## config.mk

```make
export PLATFORM = sky130hd
export DESIGN_NAME = superio_gpio_watchdog_config
export DESIGN_NICKNAME = d
export VERILOG_FILES = /design/src/cfg_gpio_pkg.sv /design/src/superio_gpio_watchdog_config.sv
export VERILOG_INCLUDE_DIRS = /design/src
export SDC_FILE = /design/constraint.sdc
export NUM_CORES = 1
export LEC_CHECK = 0
export ABC_AREA = 1
export BUFFER_PORTS_ARGS = -buffer_cell sky130_fd_sc_hd__buf_2
export CAP_MARGIN = 40
export CORE_AREA = 2 2 135 104
export CTS_CLUSTER_SIZE = 24
export DETAILED_ROUTE_END_ITERATION = 7
export DIE_AREA = 0 0 137 106
export PLACE_DENSITY_LB_ADDON = 0.05
export SLEW_MARGIN = 30
export SYNTH_ARGS = -nofsm -noshare
export SYNTH_HDL_FRONTEND = slang
export SYNTH_SLANG_ARGS = --single-unit
```

## constraint.sdc

```tcl
create_clock -name clock -period 9 [get_ports clock]
set_input_delay 0.9 -clock clock [delete_from_list [all_inputs] [get_ports clock]]
set_output_delay 0.9 -clock clock [all_outputs]
set_load 0.005 [all_outputs]
```

## src/cfg_gpio_consts.svh

```systemverilog
`ifndef CFG_GPIO_CONSTS_SVH
`define CFG_GPIO_CONSTS_SVH

// host i/o addresses
`define ADDR_INDEX_A      8'h2e
`define ADDR_INDEX_B      8'h4e
`define ADDR_DATA_A       8'h2f
`define ADDR_DATA_B       8'h4f
// lock codes
`define KEY_ENTER         8'h87
`define KEY_EXIT          8'haa
// configuration indexes
`define IDX_LDN           8'h07
`define IDX_WDT_ACT       8'h30
`define IDX_DIR           8'hf0
`define IDX_VAL           8'hf1
`define IDX_POL           8'hf2
`define IDX_WDT_UNIT      8'hf5
`define IDX_WDT_COUNT     8'hf6
// logical devices
`define LDN_GPIO          8'h07
`define LDN_WDT           8'h08
// reset values and register codes
`define DIR_RESET         8'hff
`define VAL_RESET         8'h00
`define POL_RESET         8'h00
`define BYTE_ZERO         8'h00
`define WDT_ON            8'h01
`define WDT_UNIT_SEC      8'h00
// timing: clock 10 MHz
`define CLK_HZ            10000000
`define SEC_PER_TICK      1
`define MIN_PER_TICK      60
`define RESET_PULSE_CYC   8'h10

`endif

```

## src/cfg_gpio_pkg.sv

```systemverilog
package cfg_gpio_pkg;

	typedef enum logic [1:0] {
		LK_LOCKED = 2'b00,
		LK_KEY1   = 2'b01,
		LK_OPEN   = 2'b11
	} lock_state_t;

endpackage : cfg_gpio_pkg

```

## src/superio_gpio_watchdog_config.sv

```systemverilog
// Behaviour
// - direction bit one makes pin input, zero output; resets to all ones.
// - value bit writable while output; read-only while input; resets zero.
// - polarity bit one inverts value both ways between pin and register.
// - write-only index port decoded at 2Eh or 4Eh.
// - read/write data port at 2Fh or 4Fh reaches the indexed register.
// - two successive 87h writes to index port unlock configuration.
// - AAh written to index port locks configuration again.
// - index 07h holds logical device number selecting higher registers.
// - device 7 maps direction, value, polarity at F0, F1, F2.
// - device 8 maps the watchdog registers.
// - watchdog index 30h: 01h activates, 00h deactivates.
// - watchdog index F5h value 00h counts in seconds.
// - expired active watchdog resets cpu or raises interrupt.
`timescale 1ns/1ps
`include "cfg_gpio_consts.svh"

module superio_gpio_watchdog_config
	import cfg_gpio_pkg::*;
#(
	// one watchdog tick in clock cycles
	parameter int unsigned TICK_CYCLES = `CLK_HZ * `SEC_PER_TICK
)
(
	// clock and reset
	input  wire logic       clock,
	input  wire logic       rst,
	// host i/o cycle
	input  wire logic [7:0] io_addr,
	input  wire logic       io_wr,
	input  wire logic       io_rd,
	input  wire logic [7:0] io_wdata,
	output logic      [7:0] io_rdata,
	// general pins
	input  wire logic [7:0] general_pins_in,
	output logic      [7:0] general_pins_out,
	output logic      [7:0] general_pins_oe,
	// watchdog expiry
	input  wire logic       wdt_irq_mode,
	output logic            wdt_cpu_reset,
	output logic            wdt_irq
);

	typedef struct packed {
		lock_state_t lock;
		logic [7:0]  index;
		logic [7:0]  ldn;
		logic [7:0]  dir;
		logic [7:0]  val;
		logic [7:0]  pol;
		logic [7:0]  wdt_act;
		logic [7:0]  wdt_unit;
		logic [7:0]  wdt_count;
		logic [23:0] presc;
		logic [5:0]  minute;
		logic [7:0]  rst_cnt;
		logic [7:0]  rdata;
		logic [7:0]  pin_out;
		logic [7:0]  pin_oe;
		logic        cpu_rst;
		logic        irq;
		logic [7:0]  sync1;
		logic [7:0]  sync2;
		logic [7:0]  sync3;
		logic [7:0]  pin_stable;
	} state_t;

	state_t s_q;
	state_t s_d;

	localparam logic [23:0] TICK_CYC = 24'(TICK_CYCLES - 1);

	// address decode used for read and write paths
	function automatic logic is_index(input logic [7:0] a);
		is_index = (a == `ADDR_INDEX_A) || (a == `ADDR_INDEX_B);
	endfunction : is_index

	function automatic logic is_data(input logic [7:0] a);
		is_data = (a == `ADDR_DATA_A) || (a == `ADDR_DATA_B);
	endfunction : is_data

	// register read mux for the selected index
	function automatic logic [7:0] cfg_read(input state_t s, input logic [7:0] pins);
		cfg_read = `BYTE_ZERO;
		if (s.index == `IDX_LDN) begin
			cfg_read = s.ldn;
		end else if (s.ldn == `LDN_GPIO) begin
			case (s.index)
				`IDX_DIR: cfg_read = s.dir;
				// inputs show the (polarity corrected) pin, outputs the register
				`IDX_VAL: cfg_read = (s.dir & (pins ^ s.pol)) | (~s.dir & s.val);
				`IDX_POL: cfg_read = s.pol;
				default:  cfg_read = `BYTE_ZERO;
			endcase
		end else if (s.ldn == `LDN_WDT) begin
			case (s.index)
				`IDX_WDT_ACT:   cfg_read = s.wdt_act;
				`IDX_WDT_UNIT:  cfg_read = s.wdt_unit;
				`IDX_WDT_COUNT: cfg_read = s.wdt_count;
				default:        cfg_read = `BYTE_ZERO;
			endcase
		end
	endfunction : cfg_read

	logic tick_sec;
	logic count_tick;
	logic wr_idx;
	logic wr_dat;
	logic open_now;
	logic wr_wdt;
	logic wr_count;
	logic fire;

	// next-state logic
	always_comb begin
		s_d = s_q;
		wr_idx = io_wr && is_index(io_addr);
		wr_dat = io_wr && is_data(io_addr);
		open_now = (s_q.lock == LK_OPEN);

		// pin input synchroniser, change taken when stages 2 and 3 agree
		s_d.sync1 = general_pins_in;
		s_d.sync2 = s_q.sync1;
		s_d.sync3 = s_q.sync2;
		for (int i = 0; i < 8; i++) begin
			if (s_q.sync2[i] == s_q.sync3[i]) begin
				s_d.pin_stable[i] = s_q.sync3[i];
			end
		end

		// unlock / lock sequence on the index port
		if (wr_idx) begin
			case (s_q.lock)
				LK_LOCKED: s_d.lock = (io_wdata == `KEY_ENTER) ? LK_KEY1 : LK_LOCKED;
				LK_KEY1:   s_d.lock = (io_wdata == `KEY_ENTER) ? LK_OPEN : LK_LOCKED;
				LK_OPEN: begin
					if (io_wdata == `KEY_EXIT) begin
						s_d.lock = LK_LOCKED;
					end else begin
						s_d.index = io_wdata;
					end
				end
				default:   s_d.lock = LK_LOCKED;
			endcase
		end

		// data port writes, only while unlocked
		if (wr_dat && open_now) begin
			if (s_q.index == `IDX_LDN) begin
				s_d.ldn = io_wdata;
			end else if (s_q.ldn == `LDN_GPIO) begin
				case (s_q.index)
					`IDX_DIR: s_d.dir = io_wdata;
					`IDX_VAL: s_d.val = (s_q.val & s_q.dir) | (io_wdata & ~s_q.dir);
					`IDX_POL: s_d.pol = io_wdata;
					default:  s_d.val = s_q.val;
				endcase
			end else if (s_q.ldn == `LDN_WDT) begin
				case (s_q.index)
					`IDX_WDT_ACT:   s_d.wdt_act = io_wdata;
					`IDX_WDT_UNIT:  s_d.wdt_unit = io_wdata;
					`IDX_WDT_COUNT: s_d.wdt_count = io_wdata;
					default:        s_d.wdt_act = s_q.wdt_act;
				endcase
			end
		end

		// read data, registered; index port reads as zero
		if (io_rd && is_data(io_addr) && open_now) begin
			s_d.rdata = cfg_read(s_q, s_q.pin_stable);
		end else if (io_rd) begin
			s_d.rdata = `BYTE_ZERO;
		end

		// pin drive: outputs carry the value through polarity
		s_d.pin_out = s_q.val ^ s_q.pol;
		s_d.pin_oe = ~s_q.dir;

		// one-second prescaler and optional minute divider
		tick_sec = (s_q.presc == TICK_CYC);
		s_d.presc = tick_sec ? 24'h000000 : s_q.presc + 24'h000001;
		count_tick = 1'b0;
		if (tick_sec) begin
			if (s_q.wdt_unit == `WDT_UNIT_SEC) begin
				count_tick = 1'b1;
			end else if (s_q.minute == 6'(`MIN_PER_TICK - 1)) begin
				s_d.minute = 6'h00;
				count_tick = 1'b1;
			end else begin
				s_d.minute = s_q.minute + 6'h01;
			end
		end

		// watchdog count-down and expiry action
		wr_wdt = wr_dat && open_now && (s_q.ldn == `LDN_WDT);
		wr_count = wr_wdt && (s_q.index == `IDX_WDT_COUNT);
		fire = 1'b0;
		s_d.cpu_rst = (s_q.rst_cnt != `BYTE_ZERO);
		if (s_q.rst_cnt != `BYTE_ZERO) begin
			s_d.rst_cnt = s_q.rst_cnt - 8'h01;
		end
		// a reload in the tick cycle wins, else a serviced watchdog could still fire
		if (s_q.wdt_act[0] && count_tick && s_q.wdt_count != `BYTE_ZERO
				&& !wr_count) begin
			s_d.wdt_count = s_q.wdt_count - 8'h01;
			fire = (s_q.wdt_count == 8'h01);
		end
		// irq clears on reload or deactivation; a same-cycle expiry wins
		if (wr_wdt && (wr_count || s_q.index == `IDX_WDT_ACT)) begin
			s_d.irq = 1'b0;
		end
		if (fire && wdt_irq_mode) begin
			s_d.irq = 1'b1;
		end else if (fire) begin
			s_d.rst_cnt = `RESET_PULSE_CYC;
		end
	end

	// state register
	always_ff @(posedge clock or posedge rst) begin
		if (rst) begin
			s_q <= '0;
			s_q.lock <= LK_LOCKED;
			s_q.dir <= `DIR_RESET;
			s_q.val <= `VAL_RESET;
			s_q.pol <= `POL_RESET;
		end else begin
			s_q <= s_d;
		end
	end

	// outputs straight from flip-flops
	assign io_rdata = s_q.rdata;
	assign general_pins_out = s_q.pin_out;
	assign general_pins_oe = s_q.pin_oe;
	assign wdt_cpu_reset = s_q.cpu_rst;
	assign wdt_irq = s_q.irq;

	AST_UNLOCK_TWO_KEYS: assert property (@(posedge clock) disable iff (rst)
		(s_q.lock == LK_KEY1 && wr_idx && io_wdata == `KEY_ENTER)
			|=> s_q.lock == LK_OPEN)
		else $error("second key write did not unlock");

	AST_FIRST_KEY: assert property (@(posedge clock) disable iff (rst)
		(s_q.lock == LK_LOCKED && wr_idx && io_wdata == `KEY_ENTER) |=> s_q.lock == LK_KEY1)
		else $error("first key write not taken");

	AST_LOCKED_READ_ZERO: assert property (@(posedge clock) disable iff (rst)
		(!open_now && io_rd) |=> io_rdata == `BYTE_ZERO)
		else $error("locked port returned data");

	AST_OUTPUT_BIT_WRITE: assert property (@(posedge clock) disable iff (rst)
		(open_now && wr_dat && s_q.ldn == `LDN_GPIO && s_q.index == `IDX_VAL)
			|=> ((s_q.val ^ $past(io_wdata)) & ~$past(s_q.dir)) == 8'h00)
		else $error("value bit of an output pin not written");

	AST_RELOAD_WINS: assert property (@(posedge clock) disable iff (rst)
		wr_count |=> s_q.wdt_count == $past(io_wdata))
		else $error("watchdog reload lost to the count-down");

	AST_EXIT_LOCKS: assert property (@(posedge clock) disable iff (rst)
		(open_now && wr_idx && io_wdata == `KEY_EXIT) |=> s_q.lock == LK_LOCKED)
		else $error("exit code did not lock");

	AST_LOCKED_NO_WRITE: assert property (@(posedge clock) disable iff (rst)
		(!open_now && wr_dat) |=> $stable(s_q.dir) && $stable(s_q.ldn) && $stable(s_q.wdt_act))
		else $error("write changed registers while locked");

	AST_INPUT_BIT_HELD: assert property (@(posedge clock) disable iff (rst)
		1'b1 |=> ((s_q.val ^ $past(s_q.val)) & $past(s_q.dir)) == 8'h00)
		else $error("value bit of an input pin changed");

	AST_OE_FROM_DIR: assert property (@(posedge clock) disable iff (rst)
		1'b1 |=> general_pins_oe == ~$past(s_q.dir))
		else $error("output enable does not follow direction");

	AST_POLARITY_OUT: assert property (@(posedge clock) disable iff (rst)
		1'b1 |=> general_pins_out == ($past(s_q.val) ^ $past(s_q.pol)))
		else $error("pin output ignores polarity");

	AST_LDN_WRITE: assert property (@(posedge clock) disable iff (rst)
		(open_now && wr_dat && s_q.index == `IDX_LDN) |=> s_q.ldn == $past(io_wdata))
		else $error("logical device number not stored");

	AST_DIR_ONLY_LDN7: assert property (@(posedge clock) disable iff (rst)
		(s_q.ldn != `LDN_GPIO) |=> $stable(s_q.dir) && $stable(s_q.pol))
		else $error("pin register changed outside device 7");

	AST_WDT_ONLY_LDN8: assert property (@(posedge clock) disable iff (rst)
		(s_q.ldn != `LDN_WDT) |=> $stable(s_q.wdt_act) && $stable(s_q.wdt_unit))
		else $error("watchdog register changed outside device 8");

	AST_EXPIRY_ACTS: assert property (@(posedge clock) disable iff (rst)
		(s_q.wdt_act[0] && count_tick && s_q.wdt_count == 8'h01 && !wr_count)
			|-> ##[1:2] (wdt_irq || wdt_cpu_reset))
		else $error("expiry produced no reset or interrupt");

	AST_INACTIVE_HOLDS: assert property (@(posedge clock) disable iff (rst)
		(!s_q.wdt_act[0] && !wr_dat) |=> $stable(s_q.wdt_count))
		else $error("inactive watchdog counted");

endmodule : superio_gpio_watchdog_config

```

==> results of run 1 <==
-- cell families (layout without fill, tap and decap cells) --
group | Yosys count | in the layout
DFF | 162 | 162
xor gates and xnor gates | 33 | 33
and+or+nand+nor | 526 | 526
AOI/OAI and AO/OA | 94 | 94
adders and majority gates | 14 | 14
buffers and inverters | 146 | 201
-- through the flow --
step	utilization (%)	total power, mW	cell area (sq um)
after global placement	62.24	0.7944	8298
after CTS	66.90	1.529	8920
final	67.11	1.521	8947
after floorplan	-	0.7749	8055
after detailed placement	62.39	0.7962	8318
after global routing	67.11	1.566	8947
-- path summary, 6_finish.rpt --
path,start,end
max in group asynchronous,rst,s_q[138]
min in group asynchronous,rst,s_d[20]
hold / removal,s_d[21],s_d[13]
setup / recovery,s_q[153],s_q[102]
setup reg to reg,s_q[153],s_q[102]
hold reg to reg,s_d[21],s_d[13]
-- sequential cells by signal (all words and copies together), names as in the netlist, named ones only --
name	count
s_q	112
s_d	16
general_pins_oe	8
general_pins_out	8
io_rdata	8
wdt_cpu_reset	1
wdt_irq	1
-- worst reg2reg max path: cells and delay by family, from the launching register on --
kind / cells / cell delay, ns
buffers and inverters: 2 / 0.62
and+or+nand+nor: 8 / 1.23
DFF: 1 / 0.41
-- layout make-up --
type / count / area share (%)
clock buffers: 18 / 4.908
well taps: 175 / 2.447
clock inverters: 14 / 1.818
flip-flops and latches: 162 / 45.42
multi-input cells: 667 / 37.02
inverters: 112 / 4.755
repair buffers: 57 / 3.636
-- report_power, final --
group | internal (mW) | switching [mW] | leakage (nW) | total (mW)
registers | 0.737 | 0.00554 | 2.10 | 0.743
clock network | 0.405 | 0.333 | 0.300 | 0.738
logic | 0.0111 | 0.0293 | 2.10 | 0.0404
-- metal layers --
metal / GRT usage [%] / part of all wire, % / routed length [microns] / vias up
met5: 0 / 0 / 0 / -
met2: 39.94 / 44 / 8140 / 183
met3: 6.295 / 6.8 / 1256 / 23
met1: 41.67 / 48 / 8901 / 3074
li1: - / - / - / 3177
met4: 9.720 / 1.5 / 280 / 0
-- Yosys cell counts (6+ instances only) --
cell type	n	share of area, %
nand4_1	15	1.2
nand3_1	89	5.5
o21ai_2	9	0.98
maj3_1	8	0.99
dfstp_2	8	2.6
nand2_1	279	13
o21ai_0	40	2.5
o21ai_1	32	2.0
nor2_1	90	4.2
dfrtp_1	154	48
buf_4	24	2.2
nor2_2	7	0.54
nor3_1	15	0.93
a21oi_1	7	0.43
ha_1	6	0.93
xor2_1	29	3.2
inv_1	105	4.9
==> reports/metrics.yaml, run 1 <==
path_cells: "inv_1 > nor2_1 > nand3_1 > nor2_1 > nand2_1 > clkinv_1 > nand2_1 > nand2_1 > nand2_1 > nand2_1"
postCtsSetupRepairBufs: 0
placed_cells: 1172
setup_violations: 0
diodes: 0
synth_top_family_by_area: "simple AND/OR/NAND/NOR gates"
leakagePower_nw: 4.509
critPathSlowestCell: "clkinv_1"
dp_hpwl_microns: 13380
layout_commonest_cell: "nand2_1"
yosys.area_share.simple_pct: 29.16
status: "complete, no violations"
clkLatencyLatePin_ns: 0.43
cts-buffers-inserted: 17
cts_root_buf: "clkbuf_16"
start_kind: "register"
antenna_found_initial: 0
worst-setup-path-type: "reg -> reg"
grtUsageTotal_pct: 27.83
fin_nets: 1052
coreArea_sq_mm: 0.01333
grt-ovfl-total: 0
vias: 6457
reg2regPathDepth: 10
post_cts_resized: 0
portBuffers: 54
die_w_microns: 137
fin_setup_tns_ns: 0
crit_top_cell: "nand2_1"
worstPathRequired_ns: 9.32
grt_pass1_wl_microns: 30750
final_cell_mix: "nand2_1, dfrtp_1, inv_1, nor2_1, nand3_1"
synth.distinct_cells: 38
period_share_pct: 26.29
die_h_microns: 106
cp_top_family: "simple AND/OR/NAND/NOR gates"
yosysSeqAreaShare_pct: 50.45
synth.avg_cell_area_sq_um: 8.262
synthesis.area_sq_mm: 0.008055
grt_pass1_vias: 5987
multi_input_area_sq_mm: 0.003312
synthArstFlopShare_pct: 100.0
crit_fanout: 16
rsz0062_at_grt: "false"
ys.flop_type: "dfrtp_1"
clock_path_buffers: 2
worst_hold_path_type: "reg -> reg"
endpoint_kind: "register"
hold_viol: 0
cp.depth: 10
rows: 37
ys_ff_latch: 162
start_util_pct: 60.42
cp_num_buf_inv: 2
num-fill-cells: 1103
wl_per_cell_microns: 15.42
max_freq_mhz: 422.7
htreeDepth: 4
synth_cells: 975
vdd_drop_max_mv: 0.1399
layout-drive-gt1-share_pct: 13.30
slowest_delay_ns: 0.47
drt-initial-drc-count: 465
synth-xor-area-share_pct: 3.588
synth_enable_flop_cells: 0
area_growth_pct: 11.07
post-place-ws_ns: 6.295
worst_slew_pin_slew_ns: 0.5297
cts_tree: "built"
io_pins: 55
period_minus_slack_ns: 2.366
cellPowerDensity_mw_per_mm2: 170.0
crit_arrival_ns: 2.69
dr.pass1.iters: 7
synth_adder_area_share_pct: 1.926
drc: 0
fin_ws_ns: 6.634
instances_no_fill: 1205
hold_ws_ns: 0.3499
final_max_slew_viol_count: 0
regArea_sq_mm: 0.004064
relSlewSlack_pct: 64.59
drt-total-wl_microns: 18580
vias_per_cell: 5.359
ys_warn_count: 0
ant_nets: 0
cts_hold_buf: 0
grt_max_degree: 84
holdPathStages: 0
synthMuxAreaShare_pct: 0
drv_cap: 0
syn_nets: 1010
clkSinkCount: 162
synth-compound-area-share_pct: 6.446
place.gp.congestion: 0.9448
clk_pin_slew_ns: 0.07
finClkSkew_ns: 0.007710
r2r_slack_ns: 6.63
dieArea_sq_mm: 0.01452
Note: power is estimated with default switching activity, not from simulation.
==> run 2, diff against run 1 <==
--- a/config.mk
+++ b/config.mk
@@ -9,10 +9,10 @@
 export ABC_AREA = 1
 export BUFFER_PORTS_ARGS = -buffer_cell sky130_fd_sc_hd__buf_2
 export CAP_MARGIN = 40
-export CORE_AREA = 2 2 135 104
+export CORE_AREA = 2 2 143 110
 export CTS_CLUSTER_SIZE = 24
 export DETAILED_ROUTE_END_ITERATION = 7
-export DIE_AREA = 0 0 137 106
+export DIE_AREA = 0 0 145 112
 export PLACE_DENSITY_LB_ADDON = 0.05
 export SLEW_MARGIN = 30
 export SYNTH_ARGS = -nofsm -noshare
==> constraint.sdc (replaced) <==
create_clock -name clock -period 2 [get_ports clock]
set_input_delay 0.2 -clock clock [delete_from_list [all_inputs] [get_ports clock]]
set_output_delay 0.2 -clock clock [all_outputs]
set_load 0.005 [all_outputs]
==> run 2 against run 1 <==
Effect of this change: critical path type unchanged; critical path depth down 2; sequential power rose to 4.5 times the previous value; routed wire length about the same; power rose to 4.4 times the previous value; largest power group unchanged; cell count up 5.1%.
==> reports/metrics.yaml, run 2 (synthesis results as in run 1) <==
fin_setup_tns_ns: 0  # unchanged
placed_cell_area_sq_mm: 0.008537  # was 0.008318 sq mm
crit_fanout: 9  # was 16
r2r-start: "s_q[156]"  # was s_q[153]
crit_arrival_ns: 2.18  # was 2.69 ns
p_comb_share_pct: 3.1  # was 2.7%
wl_per_cell_microns: 14.67  # was 15.42 microns
vias_per_cell: 5.106  # was 5.359
cts_root_buf: "clkbuf_16"  # unchanged
layout_commonest_cell: "nand2_1"  # unchanged
status: "complete, no violations"  # unchanged
grt_max_degree: 53  # was 84
largest_reg_flops: 112  # unchanged
grt_pass1_wl_microns: 30490  # was 30750 microns
drt-initial-drc-count: 523  # was 465
grt_pass1_vias: 5868  # was 5987
dr.pass1.iters: 5  # was 7
period_minus_slack_ns: 1.815  # was 2.366 ns
placed_cells: 1223  # was 1172
htreeDepth: 4  # unchanged
cts-buffers-inserted: 17  # unchanged
coreArea_sq_mm: 0.01488  # was 0.01333 sq mm
regMostFlops: "s_q"  # unchanged
leakagePower_nw: 4.635  # was 4.509 nW
worst-setup-path-type: "reg -> reg"  # unchanged
cts_tree: "built"  # unchanged
ant_nets: 0  # unchanged
relSlewSlack_pct: 60.92  # was 64.59%
start_util_pct: 54.12  # was 60.42%
io_pins: 55  # unchanged
antenna_found_initial: 0  # unchanged
fin_area_sq_mm: 0.009261  # was 0.008947 sq mm
clkSinkCount: 162  # unchanged
fin_ws_ns: 0.1846  # was 6.634 ns
grt-ovfl-total: 0  # unchanged
p_int_mw: 5.079  # was 1.153 mW
hold_viol: 0  # unchanged
portBuffers: 54  # unchanged
final_max_slew_viol_count: 0  # unchanged
power.switching_mw: 1.662  # was 0.3677 mW
hold_ws_ns: 0.08026  # was 0.3499 ns
worst_hold_path_type: "in -> reg"  # was reg -> reg
pwr-share-seq_pct: 49.6  # was 48.8%
swShare_pct: 24.66  # was 24.17%
clkLatencyLatePin_ns: 0.44  # was 0.43 ns
die_h_microns: 112  # was 106 microns
clk_pin_slew_ns: 0.07  # about the same
instances_no_fill: 1267  # was 1205
diodes: 0  # unchanged
setup_violations: 0  # unchanged
place.gp.congestion: 0.8934  # was 0.9448
period_share_pct: 90.77  # was 26.29%
area_growth_pct: 14.97  # was 11.07%
start_kind: "register"  # unchanged
cellPowerDensity_mw_per_mm2: 727.8  # was 170.0 mW/mm^2
worstPathRequired_ns: 2.37  # was 9.32 ns
max_freq_mhz: 550.8  # was 422.7 MHz
worst_slew_pin_slew_ns: 0.5849  # was 0.5297 ns
drv_cap: 0  # unchanged
dieArea_sq_mm: 0.01624  # was 0.01452 sq mm
power_frac_clock_pct: 47.3  # was 48.5%
vdd_drop_max_mv: 0.5394  # was 0.1399 mV
final_cell_mix: "nand2_1, dfrtp_1, inv_1, nor2_1, nand3_1"  # unchanged
clock_path_buffers: 2  # unchanged
drt-total-wl_microns: 18590  # was 18580 microns
dp_hpwl_microns: 13390  # was 13380 microns
grtUsageTotal_pct: 24.15  # was 27.83%
layout-drive-gt1-share_pct: 15.44  # was 13.30%
finClkSkew_ns: 0.01127  # was 0.007710 ns
hold_start: "io_wdata[6]"  # was s_d[21]
drc: 0  # unchanged
rows: 39  # was 37
crit_start: "s_q[156]"  # was s_q[153]
vias: 6469  # was 6457
post-place-ws_ns: 0.1571  # was 6.295 ns
die_w_microns: 145  # was 137 microns
endpoint_kind: "register"  # unchanged
fin_nets: 1084  # was 1052
num-fill-cells: 1302  # was 1103
[run 2: stage by stage]
step	power, mW	utilization (%)
2_1_floorplan	3.488	-
3_3_place_gp	3.604	57.36
3_5_place_dp	3.605	57.36
4_1_cts	6.832	61.93
5_1_grt	6.985	62.23
6_report	6.741	62.23
[run 2: final cells by class]
class / instances / area, sq um / share of cell area [%]
Clock buffer: 18 / 439.2 / 4.742
Clock inverter: 14 / 141.4 / 1.527
Inverter: 112 / 427.9 / 4.620
Multi-Input combinational cell: 667 / 3337 / 36.03
Sequential cell: 162 / 4064 / 43.88
Tap cell: 205 / 256.5 / 2.770
Timing Repair Buffer: 89 / 595.6 / 6.431
[run 2: timing repair]
| action | CTS | global route |
|---|---|---|
| hold buffers | 10 | 0 |
| endpoints found under the setup margin | 0 | 13 |
| gates resized for setup | 0 | 8 |
| buffers inserted | 0 | 2 |
| hold endpoints to repair | 28 | 0 |
[run 2: power groups by stage]
stage               Sequential (mW)  Combinational, mW  Clock (mW)
floorplan                      3.40             0.0921           0
global placement               3.40              0.202           0
detailed placement             3.40              0.202           0
CTS                            3.34              0.217        3.27
global route                   3.34              0.238        3.40
finish                         3.34              0.212        3.19
[run 2: path summary, 6_finish.rpt]
kind / endpoint / slack (ns) / cells past startpoint
max: s_q[65] / 0.18 / 8
min: register / 0.08 / 3
max reg2reg: s_q[65] / 0.18 / 8
min reg2reg: s_d[10] / 0.35 / 0
max in group asynchronous: s_q[136] / 0.94 / 4
min in group asynchronous: s_d[22] / 0.37 / 3
[run 2: layer usage]
layer  wire length (microns)  vias to the layer above  GRT usage [%]
met3                    1149                       25          5.205
met4                     296                        0          7.327
met2                    7965                      178          35.02
met1                    9174                     3024          36.50
met5                       0                        -              0
li1                        -                     3242              -
[run 2: worst max-delay path, cell delays in order (launching register included)]
cell	delay, ns
dfrtp_1	0.37
nand2_1	0.11
nor2_4	0.17
inv_1	0.11
nor2_2	0.35
nand4_1	0.18
nand4_1	0.24
nand2_1	0.10
nor2_1	0.10
